[src/rtl/cprs_defines.svh]
// Purpose: offsets, field positions, reset values of the config page slice
// Assumes: six-bit register address space of the host interface
// Notes: definitions only
`ifndef CPRS_DEFINES_SVH
`define CPRS_DEFINES_SVH

// register addresses
`define CPRS_ADDR_SPEED    6'h1F
`define CPRS_ADDR_PAGE     6'h20
`define CPRS_ADDR_CRC_HI   6'h21
`define CPRS_ADDR_CRC_LO   6'h22
`define CPRS_ADDR_GSNOFF   6'h23

// reset values
`define CPRS_RST_SPEED     8'hEB
`define CPRS_RST_PAGE      8'h00
`define CPRS_RST_CRC       8'hFF
`define CPRS_RST_GSNOFF    8'h88
`define CPRS_RST_COND      4'h8   // upper nibble of the driver-off reset

// writable bit masks
`define CPRS_MASK_SPEED    8'hEF
`define CPRS_MASK_PAGE     8'h83
`define CPRS_MASK_ALL      8'hFF

// field positions
`define CPRS_COARSE_HI     7
`define CPRS_COARSE_LO     5
`define CPRS_FINE_HI       3
`define CPRS_FINE_LO       0
`define CPRS_PAGE_EN_BIT   7
`define CPRS_PAGE_HI       1
`define CPRS_PAGE_LO       0
`define CPRS_IDLE_HI       7
`define CPRS_IDLE_LO       4
`define CPRS_MOD_HI        3
`define CPRS_MOD_LO        0
`define CPRS_PDOWN_FORCE   4'h8

`endif

[src/rtl/cprs_pkg.sv]
// Purpose: shared types of the config page slice
// Assumes: six-bit register address, eight-bit data
// Notes: constants live in cprs_defines.svh
package cprs_pkg;

   // one host access as seen by the register bank
   typedef struct packed {
      logic       wr;
      logic       rd;
      logic [5:0] addr_latch;
      logic [7:0] wdata;
   } cprs_host_req_t;

   // state of the antenna driver from the transmitter
   typedef struct packed {
      logic       driver_on;
      logic       modulating;
      logic       load_mod;
      logic       soft_pdown;
      logic [3:0] idle_on;
      logic [3:0] mod_on;
   } cprs_drv_ctl_t;

endpackage

[src/rtl/cprs_reg8.sv]
// Purpose: one eight-bit software register with per-bit write mask
// Assumes: write strobe is a one-cycle pulse on clk
// Notes: masked bits hold their reset value and read as it
`timescale 1ns/10ps
module cprs_reg8 #(
   parameter logic [7:0] RST_VAL = 8'h00,
   parameter logic [7:0] WR_MASK = 8'hFF
) (
   // clock and reset
   input  wire logic       clk,
   input  wire logic       arst_n,
   // write port
   input  wire logic       wr_en,
   input  wire logic [7:0] wdata,
   // stored value
   output logic [7:0]      q
);
   logic [7:0] q_nxt;

   // merge writable bits, keep the rest
   always_comb begin
      q_nxt = q;
      if (wr_en) begin
         q_nxt = (wdata & WR_MASK) | (RST_VAL & ~WR_MASK);
      end
   end

   // storage
   always_ff @(posedge clk or negedge arst_n) begin
      if (!arst_n) begin
         q <= RST_VAL;
      end else begin
         q <= q_nxt;
      end
   end
endmodule

[src/rtl/cprs_config_page.sv]
// Purpose: config page slice: uart speed, page override, checksum result,
//          driver-off conductance
// Assumes: host interface logic on clk gives strobes and its address latch;
//          address pins come from outside and are synchronised here
// Notes: reads answer one cycle after the strobe, only for own addresses
//
// Functional notes
// [RQ1] coarse bits 7-5, fine bits 3-0 set baud
// [RQ2] override on: page field gives A5 A4
// [RQ3] override on: low bits from pins or latch
// [RQ4] override off: whole address from latch
// [RQ5] checksum shown as two read-only bytes
// [RQ6] host trusts high byte only when done
// [RQ7] host trusts low byte only when done
// [RQ8] high-bit-first reverses bits, not bytes
// [RQ9] upper nibble: idle conductance when off
// [RQ10] lower nibble: modulating conductance when off
// [RQ11] conductance nibbles are binary weighted
// [RQ12] soft power-down forces nibble msb high
// [RQ13] idle off-value only while driver off; the code also applies it while load_mod is set with the driver on
// [RQ14] modulating off-value only while driver off; the code also applies it while load_mod is set with the driver on
// [RQ15] load modulation uses the off-values
// [RQ16] writes to checksum bytes are ignored
`timescale 1ns/10ps
`include "cprs_defines.svh"
module cprs_config_page (
   // clock and reset
   input  wire logic                    clk,
   input  wire logic                    arst_n,
   // host access
   input  wire cprs_pkg::cprs_host_req_t host_req,
   input  wire logic                    use_addr_pins,
   input  wire logic [5:0]              addr_pins,
   output logic [7:0]                   rdata_r,
   output logic                         rvalid_r,
   output logic [5:0]                   eff_addr_r,
   // checksum engine
   input  wire logic [15:0]             crc_value,
   input  wire logic                    checksum_done_flag,
   input  wire logic                    high_bit_first_option,
   // antenna driver
   input  wire cprs_pkg::cprs_drv_ctl_t drv_ctl,
   output logic [3:0]                   ndrv_conductance_r,
   // uart speed
   output logic [2:0]                   baud_coarse_factor,
   output logic [3:0]                   baud_fine_factor
);
   import cprs_pkg::*;

   logic [5:0]  pin_s1_r;
   logic [5:0]  pin_s2_r;
   logic [5:0]  pin_s1_nxt;
   logic [5:0]  pin_s2_nxt;
   logic [5:0]  eff_addr;
   logic [5:0]  low_src;
   logic [7:0]  speed_q;
   logic [7:0]  page_q;
   logic [7:0]  gsnoff_q;
   logic [15:0] crc_r;
   logic [15:0] crc_nxt;
   logic        wr_speed;
   logic        wr_page;
   logic        wr_gsnoff;
   logic [7:0]  rdata_nxt;
   logic        rvalid_nxt;
   logic [5:0]  eff_addr_nxt;
   logic [3:0]  idle_off;
   logic [3:0]  mod_off;
   logic        use_off;
   logic [3:0]  cond_nxt;

   // bit order of a result byte
   function automatic logic [7:0] order_byte(input logic [7:0] b,
                                             input logic       rev);
      logic [7:0] r;
      r = b;
      if (rev) begin
         for (int i = 0; i < 8; i++) begin
            r[i] = b[7-i];
         end
      end
      return r;
   endfunction

   // address pin synchroniser, next values
   always_comb begin
      pin_s1_nxt = addr_pins;
      pin_s2_nxt = pin_s1_r;
   end

   // address pin synchroniser, registers
   always_ff @(posedge clk or negedge arst_n) begin
      if (!arst_n) begin
         pin_s1_r <= 6'h00;
         pin_s2_r <= 6'h00;
      end else begin
         pin_s1_r <= pin_s1_nxt;
         pin_s2_r <= pin_s2_nxt;
      end
   end

   // effective register address
   always_comb begin
      low_src = use_addr_pins ? pin_s2_r : host_req.addr_latch; // RQ3
      if (page_q[`CPRS_PAGE_EN_BIT]) begin
         eff_addr = {page_q[`CPRS_PAGE_HI:`CPRS_PAGE_LO], // RQ2
                     low_src[3:0]};                        // RQ3
      end else begin
         eff_addr = host_req.addr_latch; // RQ4
      end
   end

   // write decode; checksum addresses take no write
   always_comb begin
      wr_speed  = 1'b0;
      wr_page   = 1'b0;
      wr_gsnoff = 1'b0;
      if (!host_req.wr) begin
         wr_speed = 1'b0;
      end else if (eff_addr == `CPRS_ADDR_SPEED) begin
         wr_speed = 1'b1;
      end else if (eff_addr == `CPRS_ADDR_PAGE) begin
         wr_page = 1'b1;
      end else if (eff_addr == `CPRS_ADDR_GSNOFF) begin
         wr_gsnoff = 1'b1;
      end
   end

   // software registers
   cprs_reg8 #(.RST_VAL(`CPRS_RST_SPEED), .WR_MASK(`CPRS_MASK_SPEED))
      u_speed (.clk(clk), .arst_n(arst_n), .wr_en(wr_speed),
               .wdata(host_req.wdata), .q(speed_q));
   cprs_reg8 #(.RST_VAL(`CPRS_RST_PAGE), .WR_MASK(`CPRS_MASK_PAGE))
      u_page (.clk(clk), .arst_n(arst_n), .wr_en(wr_page),
              .wdata(host_req.wdata), .q(page_q));
   cprs_reg8 #(.RST_VAL(`CPRS_RST_GSNOFF), .WR_MASK(`CPRS_MASK_ALL))
      u_gsnoff (.clk(clk), .arst_n(arst_n), .wr_en(wr_gsnoff),
                .wdata(host_req.wdata), .q(gsnoff_q));

   // uart speed factors straight from the stored register
   always_comb begin
      baud_coarse_factor = speed_q[`CPRS_COARSE_HI:`CPRS_COARSE_LO]; // RQ1
      baud_fine_factor   = speed_q[`CPRS_FINE_HI:`CPRS_FINE_LO];     // RQ1
   end

   // checksum result follows the engine; host writes never reach it
   always_comb begin
      crc_nxt = crc_value; // RQ5 RQ16
   end

   // read mux, one-cycle answer
   always_comb begin
      rdata_nxt    = 8'h00;
      rvalid_nxt   = 1'b0;
      eff_addr_nxt = eff_addr;
      if (!host_req.rd) begin
         rvalid_nxt = 1'b0;
      end else if (eff_addr == `CPRS_ADDR_SPEED) begin
         rdata_nxt  = speed_q;
         rvalid_nxt = 1'b1;
      end else if (eff_addr == `CPRS_ADDR_PAGE) begin
         rdata_nxt  = page_q;
         rvalid_nxt = 1'b1;
      end else if (eff_addr == `CPRS_ADDR_CRC_HI) begin
         rdata_nxt  = order_byte(crc_r[15:8], high_bit_first_option); // RQ8
         rvalid_nxt = 1'b1;
      end else if (eff_addr == `CPRS_ADDR_CRC_LO) begin
         rdata_nxt  = order_byte(crc_r[7:0], high_bit_first_option); // RQ8
         rvalid_nxt = 1'b1;
      end else if (eff_addr == `CPRS_ADDR_GSNOFF) begin
         rdata_nxt  = gsnoff_q;
         rvalid_nxt = 1'b1;
      end
   end

   // conductance actually applied to the n-driver
   always_comb begin
      idle_off = gsnoff_q[`CPRS_IDLE_HI:`CPRS_IDLE_LO]; // RQ9 RQ11
      mod_off  = gsnoff_q[`CPRS_MOD_HI:`CPRS_MOD_LO];   // RQ10 RQ11
      if (drv_ctl.soft_pdown) begin
         idle_off = idle_off | `CPRS_PDOWN_FORCE; // RQ12
         mod_off  = mod_off | `CPRS_PDOWN_FORCE;  // RQ12
      end
      use_off = !drv_ctl.driver_on || drv_ctl.load_mod; // RQ13 RQ14 RQ15
      if (drv_ctl.modulating) begin
         cond_nxt = use_off ? mod_off : drv_ctl.mod_on; // RQ14
      end else begin
         cond_nxt = use_off ? idle_off : drv_ctl.idle_on; // RQ13
      end
   end

   // output and result registers
   always_ff @(posedge clk or negedge arst_n) begin
      if (!arst_n) begin
         crc_r              <= {`CPRS_RST_CRC, `CPRS_RST_CRC};
         rdata_r            <= 8'h00;
         rvalid_r           <= 1'b0;
         eff_addr_r         <= 6'h00;
         ndrv_conductance_r <= `CPRS_RST_COND;
      end else begin
         crc_r              <= crc_nxt;
         rdata_r            <= rdata_nxt;
         rvalid_r           <= rvalid_nxt;
         eff_addr_r         <= eff_addr_nxt;
         ndrv_conductance_r <= cond_nxt;
      end
   end
endmodule

[config.mk]
export PLATFORM = sky130hd
export DESIGN_NAME = cprs_config_page
export DESIGN_NICKNAME = d
export VERILOG_FILES = /design/src/rtl/cprs_pkg.sv /design/src/rtl/cprs_reg8.sv /design/src/rtl/cprs_config_page.sv
export VERILOG_INCLUDE_DIRS = /design/src /design/src/rtl
export SDC_FILE = /design/constraint.sdc
export NUM_CORES = 1
export LEC_CHECK = 0
export BUFFER_PORTS_ARGS = -buffer_cell sky130_fd_sc_hd__buf_2
export CAP_MARGIN = 20
export CORE_MARGIN = 2
export CORE_UTILIZATION = 50
export DETAILED_ROUTE_END_ITERATION = 7
export PLACE_DENSITY = 0.79
export SYNTH_ARGS = -nofsm -noshare
export SYNTH_HDL_FRONTEND = slang
export SYNTH_HIERARCHICAL = 1
export SYNTH_SLANG_ARGS = --single-unit
export TNS_END_PERCENT = 100
[constraint.sdc]
create_clock -name clk -period 2.2 [get_ports clk]
set_input_delay 0.22 -clock clk [delete_from_list [all_inputs] [get_ports clk]]
set_output_delay 0.22 -clock clk [all_outputs]
set_load 0.005 [all_outputs]
==> metrics.cfg, run 1 <==
[timing]
max-slew-margin-rel_pct = 62.6
final.setup.tns_ns = 0
hold_violations = 0
skew_ns = 0.00532
period_needed_ns = 2.03
setup_slack_ns = 0.174
slew_violations = 0
rsz0062_at_grt = false
tightest_slew_ns = 0.560
min_period_over_period_pct = 92.1
setup_viol = 0
fmax_mhz = 494

[floorplanning]
ios = 81
rows = 27
core_area_um2 = 5540
fp.dieH_um = 79.9
die_w_um = 79.9
dieArea_um2 = 6390
initial_core_util_pct = 52.1

[critical_path]
start_kind = flip-flop
crit_path_max_fanout = 10
cp.arrival_ns = 2.24
crit_path_end_kind = flip-flop
crit_required_ns = 2.41
path_class = flip-flop to flip-flop

[power]
switching_share_pct = 23.8
pwr-share-clk_pct = 34.1
p_comb_share_pct = 15.3
leakage_nw = 1.76
max-vdd-ir-drop_uv = 457
powerDensity_nw_per_um2 = 703
p_sw_mw = 0.617
power_mw = 2.59
power.internal_mw = 1.97
seqPwrFrac_pct = 50.6

[global_routing]
grt_pass1_vias = 2038
antenna_found_initial = 0
grt_max_degree = 36
grt_pass1_wl_um = 9170
gr-usage-all-layers_pct = 19.2
grt_overflow = 0

[detailed_routing]
ant_nets = 0
drc = 0
wl_per_cell_um = 14.1
drt_pass1_iterations = 4
via_per_inst = 5.09
drt-initial-drc-count = 101
routed_wl_um = 5630
vias = 2024

[yosys]
yosysTopAreaCell = dfrtp_1
ys_seq_elements = 61
syn_inst = 217
yosysSeqAreaShare_pct = 54.0
yosys_warnings = 6
synth.area.top_cells = dfrtp_1, dfstp_2, mux2_4
yosysUniqueCellTypes = 39
netlist.area_leader.share_pct = 31.2
mappedNetlistArea_um2 = 2880
syn_area_per_cell_um2 = 13.3

[clock_network]
clk_pin_slew_ns = 0.06
cts_made_buffers = 9
h-tree-depth = 3
cts_max_path_buffers = 2
clock-root-buffer = clkbuf_8
clock_sinks = 61
clk_latency_ns = 0.32
cts_tree = done

[layout]
num_antenna_cells = 0
area_growth_pct = 27.7
fillerInstances = 437
post-route-cell-area_um2 = 3680
final_common_cell = buf_2
mostFrequentLayoutCells = buf_2, dfrtp_1, dfstp_2, dlygate4sd3_1, a21oi_1
nNetsFinal = 376
layout-drive-gt1-share_pct = 50.6

[place]
pre_cts_ws_ns = 0.187
place_hpwl_um = 4210
port_buffers = 77
gp_congestion = 0.837
post_dp_cell_area_um2 = 3290

[status]
status = finished clean

[worst_hold_path]
hp-class = primary input to flip-flop

[run]
max_cap_violations = 0

## layout make-up
cell class	instances	area (um2)	share of cell area [%]
well taps	72	90.1	2.45
flip-flops and latches	61	1560	42.3
repair buffers	105	661	17.9
inverters	4	15.0	0.408
clock inverters	1	5.00	0.136
multi-input cells	140	1180	32.0
clock buffers	15	176	4.79
## power groups by stage
stage / combinational (mW) / clock (mW) / sequential, mW
floorplan: 0.238 / 0 / 1.31
global placement: 0.361 / 0 / 1.32
detailed placement: 0.369 / 0 / 1.33
CTS: 0.398 / 0.906 / 1.31
global route: 0.435 / 0.972 / 1.32
finish: 0.396 / 0.884 / 1.31
## cell usage after synthesis, drive strengths merged
cell type,n
nor3b,1
mux4,3
buf,16
nor2b,2
a22oi,7
and2,2
mux2,29
and3b,1
nand2,7
dfstp,25
a31oi,2
o21a,9
nand2b,1
dfrtp,36
conb,2
a2111oi,1
and4b,1
a21oi,17
nand4,2
mux2i,11
nand3b,1
and4bb,1
nand3,8
inv,3
o22ai,2
nor2,16
clkinv,1
o21ai,8
a211oi,1
a21o,1
## per-layer routing
layer | vias up | global-route usage (%) | part of all wire [%]
met3 | 12 | 4.19 | 5.4
li1 | 972 | - | -
met2 | 72 | 31.0 | 50
met4 | 0 | 11.5 | 2.2
met5 | - | 0 | 0
met1 | 968 | 23.3 | 42
## final timing paths
kind / start / endpoint / slack, ns / cells past startpoint
max: u_page/q[7]$_DFFE_PN0P_ / u_gsnoff/q[4]$_DFFE_PN0P_ / 0.17 / 7
min reg2reg: pin_s1_r[0]$_DFF_PN0_ / pin_s2_r[0]$_DFF_PN0_ / 0.34 / 0
min: host_req[2] / u_gsnoff/q[2]$_DFFE_PN0P_ / 0.14 / 2
min in group asynchronous: arst_n / ndrv_conductance_r[2]$_DFF_PN0_ / 0.43 / 2
max in group asynchronous: arst_n / u_speed/q[7]$_DFFE_PN1P_ / 1.13 / 3
max reg2reg: u_page/q[7]$_DFFE_PN0P_ / u_gsnoff/q[4]$_DFFE_PN0P_ / 0.17 / 7
## per-stage QoR
step | instances | utilization, % | hold slack [ns]
after floorplan | 221 | - | -0.0756
after global placement | 361 | 59.4 | 0.235
after detailed placement | 361 | 59.4 | 0.241
after CTS | 398 | 66.5 | 0.135
after global routing | 398 | 66.5 | 0.132
final | 398 | 66.5 | 0.144
## critical path: stages, from the launching register on
cell      delay [ns]
dfrtp_1         0.50
and4bb_2        0.32
o22ai_4         0.36
inv_1           0.10
nand2_1         0.10
nor2_1          0.05
buf_4           0.18
mux2_4          0.30
## flip-flops by register name (all words and copies together), names as in the netlist
name                cells
crc_r                  16
eff_addr_r              6
ndrv_conductance_r      4
pin_s1_r                4
pin_s2_r                4
rdata_r                 8
rvalid_r                1
u_gsnoff/q              8
u_page/q                3
u_speed/q               7
## cells by family (layout without fill, tap and decap cells)
kind of cell / count (synthesis) / after routing / synth area share [%]
compound gates: 48 / 48 / 11.1
buf+inv: 20 / 125 / 5.64
flops: 61 / 61 / 54.0
mux: 43 / 43 / 19.9
other cells: 2 / 6 / 0.260
simple gates: 43 / 43 / 9.15
## what timing repair did
| item | 4_1_cts | 5_1_grt |
|---|---|---|
| hold buffers | 21 | 0 |
| setup buffers | 0 | 0 |
| gates resized for setup | 0 | 0 |
| hold endpoints to repair | 28 | 0 |
(Power assumes the default switching activity.)
==> inputs of run 2 (changes only) <==
- MAX_ROUTING_LAYER: not set -> met4
==> metrics.cfg, run 2 (same netlist as run 1, synthesis figures left out) <==
[detailed_routing]
routed_wl_um = 5630  ; about the same
vias = 2039  ; +0.74%
ant_nets = 0  ; unchanged
via_per_inst = 5.12  ; +0.74%
wl_per_cell_um = 14.1  ; about the same
drc = 0  ; unchanged
drt-initial-drc-count = 99  ; -2.0%
drt_pass1_iterations = 4  ; unchanged

[global_routing]
grt_pass1_vias = 2041  ; +0.15%
antenna_found_initial = 0  ; unchanged
grt_max_degree = 36  ; unchanged
grt_overflow = 0  ; unchanged
grt_pass1_wl_um = 9160  ; -0.15%
gr-usage-all-layers_pct = 19.6  ; +0.45 points

[clock_network]
cts_tree = done
clock-root-buffer = clkbuf_8
clk_latency_ns = 0.33  ; about the same
cts_made_buffers = 9  ; unchanged
clk_pin_slew_ns = 0.06  ; about the same
cts_resized = 0  ; unchanged
h-tree-depth = 3  ; unchanged
cts_max_path_buffers = 2  ; unchanged
clock_sinks = 61  ; unchanged

[layout]
final_util_pct = 66.5  ; unchanged
nNetsFinal = 376  ; unchanged
final_common_cell = buf_2
multiInputGateArea_um2 = 1180  ; unchanged
layout-drive-gt1-share_pct = 50.6  ; unchanged
post-route-cell-area_um2 = 3680  ; unchanged
mostFrequentLayoutCells = buf_2, dfrtp_1, dfstp_2, dlygate4sd3_1, a21oi_1
area_growth_pct = 27.7  ; unchanged
regMostFlops = crc_r
ff_latch_area_um2 = 1560  ; unchanged
fillerInstances = 437  ; unchanged
reg.largest.list = crc_r (16), rdata_r (8), u_gsnoff/q (8)
num_antenna_cells = 0  ; unchanged
largest_reg_flops = 16  ; unchanged

[floorplanning]
initial_core_util_pct = 52.1  ; unchanged
core_area_um2 = 5540  ; unchanged
rows = 27  ; unchanged
die_w_um = 79.9  ; unchanged
dieArea_um2 = 6390  ; unchanged
ios = 81  ; unchanged
fp.dieH_um = 79.9  ; unchanged

[critical_path]
cp.arrival_ns = 2.24  ; about the same
slowest_delay_ns = 0.50  ; about the same
crit_path_max_fanout = 10  ; unchanged
crit_chain = and4bb_2 > o22ai_4 > inv_1 > nand2_1 > nor2_1 > buf_4 > mux2_4
start_kind = flip-flop
critPathSlowestCell = dfrtp_1
crit_path_end_kind = flip-flop
crit_required_ns = 2.41  ; about the same
path_class = flip-flop to flip-flop

[power]
switching_share_pct = 23.9  ; +0.062 points
pwr-share-clk_pct = 34.2  ; about the same
power.internal_mw = 1.97  ; about the same
leakage_nw = 1.76  ; unchanged
p_sw_mw = 0.619  ; +0.34%
powerDensity_nw_per_um2 = 704  ; about the same
seqPwrFrac_pct = 50.6  ; about the same
max-vdd-ir-drop_uv = 459  ; +0.40%
p_comb_share_pct = 15.2  ; about the same

[timing]
setup_viol = 0  ; unchanged
skew_ns = 0.00709  ; +0.00178 ns
final.setup.tns_ns = 0  ; unchanged
slew_violations = 0  ; unchanged
max-slew-margin-rel_pct = 62.6  ; about the same
period_needed_ns = 2.02  ; -0.00328 ns
min_period_over_period_pct = 91.9  ; -0.15 points
rsz0062_at_grt = false
setup_slack_ns = 0.177  ; +0.00328 ns
tightest_slew_ns = 0.561  ; +0.000337 ns
hold_violations = 0  ; unchanged
worst_hold_slack_ns = 0.141  ; -0.00363 ns
fmax_mhz = 494  ; +0.16%

[place]
gp_congestion = 0.850  ; +1.6%
port_buffers = 77  ; unchanged
place_hpwl_um = 4210  ; unchanged
post_dp_cell_area_um2 = 3290  ; unchanged
pre_cts_ws_ns = 0.187  ; unchanged

[status]
status = finished clean

[worst_hold_path]
hp-class = primary input to flip-flop

[run]
max_cap_violations = 0  ; unchanged

## run 2: cell counts in the layout (fill, tap and decap cells not counted)
Identical to the previous run, type by type.
## run 2: metal layers
metal  wire length [um]  part of all wire, %  track usage (%)
met1               2330                   41             23.3
met2               2830                   50             31.0
met3                333                  5.9             3.85
met4                127                  2.3             11.5
met5                  0                    0                -
## run 2: power groups by stage
| stage | Sequential (mW) | Clock, mW | Combinational, mW |
|---|---|---|---|
| 6_report | 1.31 | 0.887 | 0.395 |
| 5_1_grt | 1.32 | 0.970 | 0.435 |
| 4_1_cts | 1.31 | 0.906 | 0.398 |
| 3_5_place_dp | 1.33 | 0 | 0.369 |
| 3_3_place_gp | 1.32 | 0 | 0.361 |
| 2_1_floorplan | 1.31 | 0 | 0.238 |
## run 2: path summary, 6_finish.rpt
| path | to | slack, ns | from | depth (start not counted) |
|---|---|---|---|---|
| worst max-delay path | u_gsnoff/q[4]$_DFFE_PN0P_ | 0.18 | u_page/q[7]$_DFFE_PN0P_ | 7 |
| worst min-delay path | u_gsnoff/q[2]$_DFFE_PN0P_ | 0.14 | host_req[2] | 2 |
| worst max register to register | u_gsnoff/q[4]$_DFFE_PN0P_ | 0.18 | u_page/q[7]$_DFFE_PN0P_ | 7 |
| worst min register to register | pin_s2_r[0]$_DFF_PN0_ | 0.34 | pin_s1_r[0]$_DFF_PN0_ | 0 |
| max in group asynchronous | u_speed/q[1]$_DFFE_PN1P_ | 1.13 | arst_n | 3 |
| min in group asynchronous | ndrv_conductance_r[2]$_DFF_PN0_ | 0.42 | arst_n | 2 |
## run 2: worst max-delay path: cells and delay by family (launching register included)
| family | cells | cell delay (ns) |
|---|---|---|
| AOI/OAI and AO/OA | 1 | 0.36 |
| buffers and inverters | 2 | 0.28 |
| DFF | 1 | 0.50 |
| muxes | 1 | 0.30 |
| and+or+nand+nor | 3 | 0.47 |
## run 2: final cells by class
| class | instances | share of cell area [%] |
|---|---|---|
| Sequential cell | 61 | 42.3 |
| Multi-Input combinational cell | 140 | 32.0 |
| Timing Repair Buffer | 105 | 17.9 |
| Clock buffer | 15 | 4.79 |
| Tap cell | 72 | 2.45 |
| Inverter | 4 | 0.408 |
| Clock inverter | 1 | 0.136 |
## run 2: metrics by stage
stage | power, mW | cells
after global placement | 1.68 | 361
after global routing | 2.73 | 398
after detailed placement | 1.70 | 361
after floorplan | 1.55 | 221
after CTS | 2.61 | 398
final | 2.59 | 398
## run 2: timing repair
| item | 4_1_cts | 5_1_grt |
|---|---|---|
| hold buffers | 21 | 0 |
| setup endpoints to repair | 0 | 0 |
| buffers inserted | 0 | 0 |
| hold endpoints to repair | 28 | 0 |
==> inputs of run 3 (changes only) <==
- CAP_MARGIN: 20 -> 5
- PLACE_DENSITY: 0.79 -> 0.8
- SYNTH_HIERARCHICAL: 1 -> not set
==> metrics.cfg, run 3 <==
[status]
status = finished clean

[detailed_routing]
vias = 1977  ; -3.0%
drt_pass1_iterations = 4  ; unchanged
wl_per_cell_um = 14.9  ; +5.3%
drt-initial-drc-count = 165  ; +67%
routed_wl_um = 5720  ; +1.6%
drc = 0  ; unchanged
via_per_inst = 5.15  ; +0.49%
ant_nets = 0  ; unchanged

[global_routing]
grt_overflow = 0  ; unchanged
grt_pass1_wl_um = 9570  ; +4.5%
antenna_found_initial = 0  ; unchanged
gr-usage-all-layers_pct = 21.7  ; +2.1 points
grt_pass1_vias = 2041  ; unchanged
grt_max_degree = 21  ; -42%

[timing]
final.setup.tns_ns = 0  ; unchanged
rsz0062_at_grt = false
fmax_mhz = 479  ; -3.1%
setup_viol = 0  ; unchanged
max-slew-margin-rel_pct = 67.6  ; +5.0 points
tightest_slew_ns = 0.473  ; -0.0877 ns
min_period_over_period_pct = 94.9  ; +3.0 points
skew_ns = 0.0177  ; +0.0106 ns
period_needed_ns = 2.09  ; +0.0656 ns
hold_violations = 0  ; unchanged
slew_violations = 0  ; unchanged

[critical_path]
start_kind = flip-flop
slowest_delay_ns = 0.40  ; -0.10 ns
rr_worst_depth = 5  ; -2
path_buf_inv = 0  ; -2
crit_path_end_kind = flip-flop
path_class = flip-flop to flip-flop
crit_required_ns = 2.42  ; about the same
critPathSlowestCell = dfrtp_1
crit_chain = or3b_1 > a221oi_2 > and2_1 > and4_2 > mux2_2
cp.arrival_ns = 2.31  ; +0.07 ns
crit_family = simple AND/OR/NAND/NOR gates
r2r-start = u_page.q[7]$_DFFE_PN0P_
r2r-end = u_gsnoff.q[1]$_DFFE_PN0P_
crit_path_max_fanout = 8  ; -2
r2r_slack_ns = 0.11  ; -0.07 ns

[power]
leakage_nw = 1.69  ; -4.1%
power_mw = 2.73  ; +5.2%
max-vdd-ir-drop_uv = 435  ; -5.2%
powerDensity_nw_per_um2 = 767  ; +8.9%

[yosys]
ys_top_cells_by_count = dfrtp_1, dfstp_2, mux2_2, mux2i_1, o21ai_0
syn_inst = 196  ; -9.7%
async_reset_ff_share_pct = 100  ; unchanged
mappedNetlistArea_um2 = 2640  ; -8.6%
synth-main-ff-cell = dfrtp_1
yosysSeqAreaShare_pct = 59.1  ; +5.1 points
yosysUniqueCellTypes = 42  ; +7.7%
netlist.area_leader.share_pct = 34.2  ; +2.9 points
yosys_warnings = 0  ; -6
ys_seq_elements = 61  ; unchanged
synth_most_common_cell = dfrtp_1
syn_nets = 251
synth_edf_count = 0  ; unchanged
yosysTopAreaCell = dfrtp_1
synth-adder-area-share_pct = 0  ; unchanged
synth.area.top_cells = dfrtp_1, dfstp_2, mux2_2
syn_area_per_cell_um2 = 13.5  ; +1.2%
yosys.area_share.simple_pct = 8.78  ; -0.37 points
synth-compound-area-share_pct = 12.1  ; +1.1 points
synth-xor-area-share_pct = 0  ; unchanged
synthMuxAreaShare_pct = 17.1  ; -2.8 points
synth_top_family_by_area = multiplexers

[layout]
nNetsFinal = 364  ; -3.2%
reg.largest.list = crc_r (16), rdata_r (8), u_gsnoff.q (8)
largest_reg_flops = 16  ; unchanged
area_growth_pct = 34.9
final_common_cell = buf_2
layout-drive-gt1-share_pct = 51.6  ; +0.98 points
num_antenna_cells = 0  ; unchanged
fillerInstances = 392  ; -10%
mostFrequentLayoutCells = buf_2, dfrtp_1, dfstp_2, dlygate4sd3_1, mux2_2
regMostFlops = crc_r

[floorplanning]
rows = 26  ; -3.7%
core_area_um2 = 5110  ; -7.8%
dieArea_um2 = 5870  ; -8.2%
die_w_um = 76.6  ; -4.2%
initial_core_util_pct = 51.6  ; -0.44 points
ios = 81  ; unchanged
fp.dieH_um = 76.6  ; -4.2%

[clock_network]
clk_latency_ns = 0.34  ; about the same
cts_max_path_buffers = 2  ; unchanged
cts_made_buffers = 9  ; unchanged
clk_pin_slew_ns = 0.08  ; +0.02 ns
clock_sinks = 61  ; unchanged
post_cts_buffers = 0  ; unchanged
clock-root-buffer = clkbuf_8
h-tree-depth = 3  ; unchanged
cts_tree = done

[worst_hold_path]
hold_end = u_gsnoff.q[4]$_DFFE_PN0P_
min_path_cells = 2  ; unchanged
holdCritStartpoint = host_req[4]
hp-class = primary input to flip-flop

[run]
max_cap_violations = 0  ; unchanged

[place]
gp_congestion = 0.845  ; -0.56%
place_hpwl_um = 4210  ; about the same
port_buffers = 77  ; unchanged

[run 3: area by class of cell]
| type | instances | area (um2) | share of cell area, % |
|---|---|---|---|
| clock buffer | 15 | 166 | 4.68 |
| inverter | 8 | 30.0 | 0.844 |
| multi-input combinational | 120 | 1010 | 28.3 |
| clock inverter | 1 | 30.0 | 0.844 |
| timing repair buffer | 109 | 678 | 19.1 |
| sequential | 61 | 1560 | 43.8 |
| tap | 70 | 87.6 | 2.46 |
[run 3: stage by stage]
stage | cell area, um2 | hold WS (ns) | std cells | worst slack [ns] | utilization [%]
after floorplan | 2640 | -0.0756 | 196 | 0.162 | -
after global placement | 3150 | 0.169 | 347 | 0.0953 | 61.6
after detailed placement | 3150 | 0.172 | 347 | 0.0712 | 61.6
after CTS | 3550 | 0.102 | 384 | 0.0523 | 69.5
after global routing | 3560 | 0.113 | 384 | 0.0301 | 69.6
final | 3560 | 0.109 | 384 | 0.112 | 69.6
[run 3: per-layer routing]
| layer | global-route usage, % | part of all wire (%) | vias to the layer above |
|---|---|---|---|
| met4 | 12.5 | 3.0 | 0 |
| met3 | 5.69 | 5.7 | 15 |
| met1 | 27.4 | 45 | 940 |
| met2 | 31.9 | 46 | 75 |
| li1 | - | - | 947 |
| met5 | - | 0 | - |
[run 3: kinds of logic after synthesis]
logic type,Yosys count
buffers and inverters,15
muxes,38
and+or+nand+nor,34
DFF,61
AOI/OAI and AO/OA,48
[run 3: repair_timing]
item | 4_1_cts | 5_1_grt
endpoints found under the hold margin | 34 | 0
setup endpoints to repair | 0 | 12
resized for setup | 0 | 2
hold buffers | 21 | 0
[run 3: report_power, final]
part / switching (mW) / internal [mW]
Sequential: 0.0663 / 1.26
Combinational: 0.182 / 0.224
Clock: 0.410 / 0.588
[run 3: worst max path at each step]
stage,start,to,slack (ns),cells after the start
final,u_page.q[7]$_DFFE_PN0P_,u_gsnoff.q[1]$_DFFE_PN0P_,0.11,5
after global routing,u_page.q[7]$_DFFE_PN0P_,u_gsnoff.q[0]$_DFFE_PN0P_,0.03,6
after CTS,u_page.q[7]$_DFFE_PN0P_,u_gsnoff.q[0]$_DFFE_PN0P_,0.05,5
after detailed placement,u_page.q[7]$_DFFE_PN0P_,u_gsnoff.q[6]$_DFFE_PN0P_,0.07,5
after global placement,u_page.q[7]$_DFFE_PN0P_,u_gsnoff.q[5]$_DFFE_PN0P_,0.1,5
after floorplan,u_page.q[7]$_DFFE_PN0P_,u_gsnoff.q[0]$_DFFE_PN0P_,0.16,7
